## config.mk

```make
export PLATFORM = sky130hd
export DESIGN_NAME = nvbap_port
export DESIGN_NICKNAME = d
export VERILOG_FILES = /design/src/rtl/nvbap_port.v /design/src/rtl/nvbap_stall_timer.v
export VERILOG_INCLUDE_DIRS = /design/src /design/src/rtl
export SDC_FILE = /design/constraint.sdc
export NUM_CORES = 2
export LEC_CHECK = 0
export ABC_AREA = 1
export BUFFER_PORTS_ARGS = -buffer_cell sky130_fd_sc_hd__buf_4
export CORE_UTILIZATION = 40
export CTS_BUF_LIST = sky130_fd_sc_hd__clkbuf_16
export DETAILED_ROUTE_END_ITERATION = 10
export PLACE_DENSITY_LB_ADDON = 0.1
export SETUP_SLACK_MARGIN = 0.5
export SYNTH_ARGS = -nofsm -noshare
export SYNTH_HDL_FRONTEND = slang
export SYNTH_SLANG_ARGS = --single-unit
```

## constraint.sdc

```tcl
create_clock -name i_clk -period 9.1 [get_ports i_clk]
set_input_delay 0.91 -clock i_clk [delete_from_list [all_inputs] [get_ports i_clk]]
set_output_delay 0.91 -clock i_clk [all_outputs]
set_load 0.1 [all_outputs]
```

## src/rtl/nvbap_defines.vh

```
// Constants for the byte nonvolatile access port
// Summary of operation
// - 512-byte store, one byte per access
// - 9-bit linear address, hi bit8, lo 7..0
// - Address bits 15..9 read as zero
// - Write stores data byte at current address
// - Read loads data register from addressed byte
// - Read stalls processor four cycles
// - Write stalls processor two cycles
// - Self-timed write with busy indication
// - Writes need arm-then-strobe sequence
// - Registers reached in processor I/O space
// - Arm bit self-clears after four cycles
// - Write strobe clears when write completes
// - Read completes within the strobe instruction
// - During write ignore reads, freeze address
`ifndef NVBAP_DEFINES_VH
`define NVBAP_DEFINES_VH
// I/O register indices within the port
`define NVBAP_IDX_CTRL    2'h0
`define NVBAP_IDX_DATA    2'h1
`define NVBAP_IDX_ADDR_LO 2'h2
`define NVBAP_IDX_ADDR_HI 2'h3
// Control register fields
`define NVBAP_BIT_READ    0
`define NVBAP_BIT_WRITE   1
`define NVBAP_BIT_ARM     2
// Reset values
`define NVBAP_DATA_RST    8'h00
`define NVBAP_CTRL_RST    3'h0
// Timing counts in CPU cycles
`define NVBAP_ARM_CYCLES  3'h4
`define NVBAP_READ_STALL  3'h4
`define NVBAP_WRITE_STALL 3'h2
// Write time in oscillator ticks
`define NVBAP_WRITE_TICKS 17'h10800
`endif

```

## src/rtl/nvbap_port.v

```verilog
// Byte nonvolatile access port on the processor I/O register bus
`timescale 1ns/1ps
`include "nvbap_defines.vh"
// Programming model, one byte per access
//  - Address pair holds a 9-bit byte index, upper bits read zero
//  - Data register holds the byte to store, or the byte last fetched
//  - Control holds read strobe, write strobe and arm bit
// Write sequence
//  - Poll write strobe low, then load address and data
//  - Set the arm bit, then the write strobe within four cycles
//  - Core halts two cycles, then the store times itself
// Read sequence
//  - Load address, then set the read strobe
//  - Data register holds the byte before the next instruction
//  - Core halts four cycles
// Hazards and limits
//  - A write in flight freezes the address and drops read strobes
//  - Write time runs on oscillator ticks, not on the CPU clock
//  - The byte lands only at the end of the full write time
//  - Address comes out of reset as zero; software must not rely on it
//  - Store contents are not reset, only the registers are
module nvbap_port #(
    parameter WRITE_TICKS = `NVBAP_WRITE_TICKS
) (
    // Clock and reset
    input  wire       i_clk,
    input  wire       i_nrst,
    // Processor I/O register bus
    input  wire [1:0] i_io_addr,
    input  wire       i_io_wr,
    input  wire       i_io_rd,
    input  wire [7:0] i_io_wdata,
    output reg  [7:0] o_io_rdata,
    output wire       o_cpu_stall,
    // Write timing oscillator, asynchronous
    input  wire       i_osc_clk
);
    // Byte store, flip-flops indexed by address
    reg [7:0]  mem [0:511];

    // Programmer-visible registers
    reg [8:0]  nv_byte_addr;
    reg [7:0]  nv_byte_data;
    reg        master_write_arm;
    reg        write_strobe;

    // Write engine state, latched at the strobe
    reg [16:0] write_ticks_left;
    reg [8:0]  write_addr;
    reg [7:0]  write_byte;

    // Oscillator synchroniser and edge detector
    reg        osc_meta;
    reg        osc_sync;
    reg        osc_prev;

    // Timer loads
    reg        arm_load;
    reg        read_stall_load;
    reg        write_stall_load;

    // Bus decode and request qualifiers
    wire       wr_ctrl;
    wire       wr_data;
    wire       wr_lo;
    wire       wr_hi;
    wire       addr_open;
    wire       arm_live;
    wire       read_stall;
    wire       write_stall;
    wire       osc_tick;
    wire       write_done;
    wire       start_rd;
    wire       start_wr;

    // Register decode of a bus write
    assign wr_ctrl = i_io_wr && (i_io_addr == `NVBAP_IDX_CTRL);
    assign wr_data = i_io_wr && (i_io_addr == `NVBAP_IDX_DATA);
    assign wr_lo   = i_io_wr && (i_io_addr == `NVBAP_IDX_ADDR_LO);
    assign wr_hi   = i_io_wr && (i_io_addr == `NVBAP_IDX_ADDR_HI);

    // Address may move only while no write is in flight
    assign addr_open = !write_strobe;

    // Rising oscillator edge, seen once per tick
    assign osc_tick = osc_sync && !osc_prev;

    // Last tick of the write time commits the byte
    assign write_done = write_strobe && osc_tick && (write_ticks_left == 17'h00001);

    // Read strobe dropped while a write is in flight
    assign start_rd = wr_ctrl && i_io_wdata[`NVBAP_BIT_READ] && !write_strobe;

    // Write strobe needs a live arm and an idle engine
    assign start_wr = wr_ctrl && i_io_wdata[`NVBAP_BIT_WRITE] && master_write_arm
                      && !write_strobe;

    // Arm window timer; the flag lags it by a cycle, so load one less
    // to keep the arm bit set for exactly four cycles
    nvbap_stall_timer #(.WIDTH(3)) u_arm (
        .i_clk   (i_clk),
        .i_nrst  (i_nrst),
        .i_load  (arm_load),
        .i_count (`NVBAP_ARM_CYCLES - 3'h1),
        .o_busy  (arm_live)
    );

    // Read stall timer
    nvbap_stall_timer #(.WIDTH(3)) u_rd_stall (
        .i_clk   (i_clk),
        .i_nrst  (i_nrst),
        .i_load  (read_stall_load),
        .i_count (`NVBAP_READ_STALL),
        .o_busy  (read_stall)
    );

    // Write stall timer
    nvbap_stall_timer #(.WIDTH(3)) u_wr_stall (
        .i_clk   (i_clk),
        .i_nrst  (i_nrst),
        .i_load  (write_stall_load),
        .i_count (`NVBAP_WRITE_STALL),
        .o_busy  (write_stall)
    );

    // Timer loads, combinational from bus strobes
    always @* begin
        arm_load         = wr_ctrl && i_io_wdata[`NVBAP_BIT_ARM];
        read_stall_load  = start_rd;
        write_stall_load = start_wr;
    end

    // Stall holds the core for the timer windows
    assign o_cpu_stall = read_stall || write_stall;

    // Oscillator edge detect after two-flop synchroniser
    // Only osc_sync reads the first flop, so metastability stays there
    always @(posedge i_clk) begin
        if (!i_nrst) begin
            osc_meta <= 1'h0;
            osc_sync <= 1'h0;
            osc_prev <= 1'h0;
        end else begin
            osc_meta <= i_osc_clk;
            osc_sync <= osc_meta;
            osc_prev <= osc_sync;
        end
    end

    // Arm flag mirrors its timer; dropped by hardware after four cycles
    always @(posedge i_clk) begin
        if (!i_nrst) begin
            master_write_arm <= 1'h0;
        end else if (arm_load) begin
            master_write_arm <= 1'h1; // A new arm write wins over expiry
        end else begin
            master_write_arm <= arm_live;
        end
    end

    // Address registers, frozen while a write runs
    always @(posedge i_clk) begin
        if (!i_nrst) begin
            nv_byte_addr <= 9'h000; // Software must still load it first
        end else if (addr_open) begin
            if (wr_lo) begin
                nv_byte_addr[7:0] <= i_io_wdata;
            end
            if (wr_hi) begin
                nv_byte_addr[8] <= i_io_wdata[0];
            end
        end
    end

    // Data register: written by bus, loaded by a read
    always @(posedge i_clk) begin
        if (!i_nrst) begin
            nv_byte_data <= `NVBAP_DATA_RST;
        end else if (start_rd) begin
            nv_byte_data <= mem[nv_byte_addr]; // Ready next cycle
        end else if (wr_data) begin
            nv_byte_data <= i_io_wdata;
        end
    end

    // Self-timed write, counted on oscillator ticks
    // Address and byte are latched so later bus writes cannot corrupt them
    always @(posedge i_clk) begin
        if (!i_nrst) begin
            write_strobe     <= 1'h0;
            write_ticks_left <= 17'h00000;
            write_addr       <= 9'h000;
            write_byte       <= 8'h00;
        end else if (start_wr) begin
            write_strobe     <= 1'h1;
            write_ticks_left <= WRITE_TICKS[16:0];
            write_addr       <= nv_byte_addr;
            write_byte       <= nv_byte_data;
        end else if (write_strobe && osc_tick) begin
            if (write_done) begin
                write_strobe <= 1'h0;
            end
            write_ticks_left <= write_ticks_left - 17'h00001;
        end
    end

    // Byte committed at the end of the write time; store has no reset
    always @(posedge i_clk) begin
        if (write_done) begin
            mem[write_addr] <= write_byte;
        end
    end

    // Register read mux, reserved bits zero
    always @(posedge i_clk) begin
        if (!i_nrst) begin
            o_io_rdata <= 8'h00;
        end else if (i_io_rd) begin
            case (i_io_addr)
                `NVBAP_IDX_CTRL:    o_io_rdata <= {5'h00, master_write_arm, write_strobe, 1'h0};
                `NVBAP_IDX_DATA:    o_io_rdata <= nv_byte_data;
                `NVBAP_IDX_ADDR_LO: o_io_rdata <= nv_byte_addr[7:0];
                `NVBAP_IDX_ADDR_HI: o_io_rdata <= {7'h00, nv_byte_addr[8]};
                default:            o_io_rdata <= 8'h00;
            endcase
        end
    end
endmodule

```

## src/rtl/nvbap_stall_timer.v

```verilog
// Down-counter that holds a stall or arm window
`timescale 1ns/1ps
module nvbap_stall_timer #(
    parameter WIDTH = 3
) (
    // Clock and reset
    input  wire             i_clk,
    input  wire             i_nrst,
    // Load
    input  wire             i_load,
    input  wire [WIDTH-1:0] i_count,
    // Status
    output wire             o_busy
);
    reg [WIDTH-1:0] count;

    // Reload wins over the running count
    always @(posedge i_clk) begin
        if (!i_nrst) begin
            count <= {WIDTH{1'h0}};
        end else if (i_load) begin
            count <= i_count;
        end else if (count != {WIDTH{1'h0}}) begin
            count <= count - {{(WIDTH-1){1'h0}}, 1'h1};
        end
    end

    // Busy for exactly the loaded number of cycles
    assign o_busy = (count != {WIDTH{1'h0}});
endmodule

```

==> summary.txt <==
Critical path
  – Critical R2R Launch: nv_byte_addr[0]
  – Worst path arrival time: 6300 ps
  – CP delay by family, top: simple AND/OR/NAND/NOR gates
  – Req. time, crit path: 10030 ps
  – Startpoint types: register
  – Critical path cell sequence: buf_4 -> buf_4 -> buf_12 -> nand2_1 -> nand3_1 -> nand3_1 -> nand3_1 -> nand3_1 -> nand3_1 -> nand3_1 -> nand3_1 -> nand3_1 -> nand3_1 -> nand2_1 -> inv_1
  – Setup Crit Path Kind: reg2reg
  – Critical path's largest stage delay: 840 ps
  – Most frequent CP cell: nand3_1
  – Slowest CP cell: dfxtp_4
  – Worst Setup SP: nv_byte_addr[0]
  – Largest fanout on the critical path: 194
  – Critical path capture point type: register
  – Buffers and inverters on the worst path: 4

Worst hold path
  – Worst hold path class: in2reg
  – Hold path start: i_osc_clk

Finish
  – Layout net count: 13900
  – Area grow syn2layout: 11.0%
  – Layout cell share with drive strength beyond 1: 0.0633

Routing
  – Detail Route Antenna Nets: 0
  – Total routed wirelength: 514000 µm
  – Routed vias: 110000
  – DR WL/cell: 25.8 µm
  – Number of remaining DRC errors: 0
  – Vias per Instance: 5.51
  – DR pass1 iterations: 8
  – DRT iter0 DRCs: 11300

Pwr
  – Leak: 68.0 nW
  – Power per Cell Area: 217 mW/mm²
  – Max VDD drop: 0.000175 V

Die
  – Site row count: 238
  – Top-level port count: 24
  – Placeable Area: 0.420 mm²
  – Total die area: 0.424 mm²
  – Die Ht: 651 µm
  – Die Span X: 651 µm
  – Initial Util: 0.402

Clocking
  – Worst-Skew Late Latency: 1000 ps
  – CTS Buf Count: 447
  – TritonCTS clock tree: done
  – Setup Buffers After CTS: 0
  – H-tree lvl count: 5
  – Hold buffers post-CTS: 0
  – Clk slew on worst S/H paths: 60 ps
  – Post_cts resized: 0
  – Clock Sinks: 4169
  – Root buf cell: clkbuf_16
  – CTS Buffer Depth: 4

Logic synthesis
  – Synth warnings: 0
  – Synth cell types: 37
  – Synth Register Bits: 4169
  – Post-synth top area share: 0.729
  – Net Count, Synth: 14300
  – Largest cells by area after synthesis: edfxtp_1 (73%), nand3_1 (12%), nand2_1 (9.3%)
  – Post-synthesis sequential area ratio: 0.738
  – Post-Syn Area: 0.169 mm²
  – Synthesized instance count: 14300
  – Mean Syn Cell Area: 11.8 µm²
  – Synth area leader: edfxtp_1

Placement
  – IO buf count: 23
  – Post-DP HPWL: 282000 µm
  – GPL Wtd Cong: 0.857

Timing
  – Final hold vios: 0
  – # setup viols final: 0
  – Crit path time final: 5360 ps
  – Max Fclk: 0.186 GHz
  – WHS: 119 ps
  – RSZ-0062 raised after global routing: no
  – Max Transition Viols Final: 0
  – Clock Skew: 59.0 ps
  – Slew Limit Headroom: 0.173
  – Worst-margin pin slew: 1240 ps
  – Final setup TNS: 0 ps
  – Crit share post-route: 0.589

Global route
  – Largest net degree at the start of global routing: 207
  – Initial antenna violation count: 16
  – GRT Resource Usage Total: 0.237
  – Grt total ovfl: 0
  – Global-route wire length before repair: 751000 µm
  – Vias in the first global route: 107000

Job
  – Max cap viols: 0

Status
  – Status: completed
## worst paths after layout
kind / to / cells after the start / slack [ps]
min: osc_meta / 3 / 120
max: nv_byte_data[2] / 15 / 3740
min reg2reg: osc_sync / 2 / 420
max reg2reg: nv_byte_data[2] / 15 / 3740
## synthesized netlist by cell type
cell      number
nor4_4         1
nor3_1         9
a31o_2         1
nor4_1         2
nor3_2         3
dfxtp_1       73
buf_1        119
inv_2          5
nor2_4         3
o21a_1         1
inv_1         84
edfxtp_1    4096
nand4_1        6
buf_6          8
clkinv_1       4
buf_2        443
nand2_1     4194
nand3_1     4098
o21ai_0       41
nor2_1       534
o221ai_1      12
o31ai_1        1
or3_1          1
a31oi_1        1
a41oi_1        3
nor3_4         3
clkbuf_1     418
a211oi_1       1
nand2_4        8
o211ai_1       1
buf_4          9
ha_1           8
nor2_2        31
nand2_2        2
a21oi_1       36
xor2_1         4
xnor2_1        3
## per-stage QoR
stage                     setup WS, ps  cells  cell area, µm²  power, W   util
final                             3740  19900          187000    0.0406  0.446
after global placement            3890  19100          173000    0.0237  0.413
after global routing              3590  19900          187000    0.0418  0.446
after CTS                         3870  19900          187000    0.0409  0.446
after detailed placement          3910  19100          173000    0.0237  0.413
after floorplan                   1080  14300          169000    0.0229      -
## state kept, by name (all words and copies together) (netlist names)
register	flops
write_strobe	1
osc_meta	1
nv_byte_data	8
write_addr	9
u_rd_stall.count	3
o_io_rdata	8
osc_sync	1
write_ticks_left	17
nv_byte_addr	9
write_byte	8
u_wr_stall.count	3
u_arm.count	3
osc_prev	1
mem	4096
master_write_arm	1
## cells in the final DEF, fill, tap and decap left out, types with 4 or more instances in the layout
master and instances:
xor2_1 4, o221ai_1 12, nand2_4 24, buf_12 37, nand4_1 6, clkinvlp_4 10
clkinv_8 6, buf_4 150, clkinv_1 110, nor3_2 4, a21oi_1 36, diode_2 6
dfxtp_1 58, dfxtp_4 14, nand3_1 4098, nor3_1 7, nor3_4 4, clkbuf_16 458
edfxtp_1 4096, bufinv_16 25, nand2_1 4178, inv_6 8, inv_8 4, clkinv_2 112
inv_1 167, ha_1 8, o21ai_0 41, nor2_1 534, nor2_2 31
## kinds of logic (layout without fill, tap and decap cells)
family / Yosys count / in the layout / synth area share
other cells: 0 / 6 / 0
compound gates: 98 / 98 / 0.00333
simple gates: 8895 / 8895 / 0.230
xor+xnor: 7 / 7 / 0.000363
buf+inv: 1090 / 1095 / 0.0281
flops: 4169 / 4169 / 0.738
fa+ha+maj: 8 / 8 / 0.000593
## power breakdown
group | switching (W) | total (W) | internal [W]
clock network | 0.00757 | 0.0173 | 0.00977
logic | 0.00176 | 0.00224 | 0.000483
registers | 0.0000648 | 0.0211 | 0.0210
total | 0.00939 | 0.0406 | 0.0313
## metal layers
layer  GRT usage  vias to the layer above  wire length, µm
met2       0.385                     3687           242000
met3      0.0276                      713            30400
met4      0.0795                        0            17900
met5           0                        -                0
li1            -                    50100                -
met1       0.332                    55400           223000
## layout make-up
cell class,count,area [µm²]
clock buffer,458,11500
timing repair buffer,187,1870
clock inverter,357,2390
fill,38600,233000
antenna,6,15.0
sequential,4169,125000
tap,5640,7060
inverter,93,385
multi-input combinational,9008,39600
## worst register-to-register path: stages (launching register included)
cell and delay (ps):
dfxtp_4 840, buf_4 630, buf_4 760, buf_12 670
nand2_1 300, nand3_1 120, nand3_1 110, nand3_1 160
nand3_1 220, nand3_1 180, nand3_1 420, nand3_1 470
nand3_1 170, nand3_1 100, nand2_1 90, inv_1 60
Note: power is estimated with default switching activity, not from simulation.
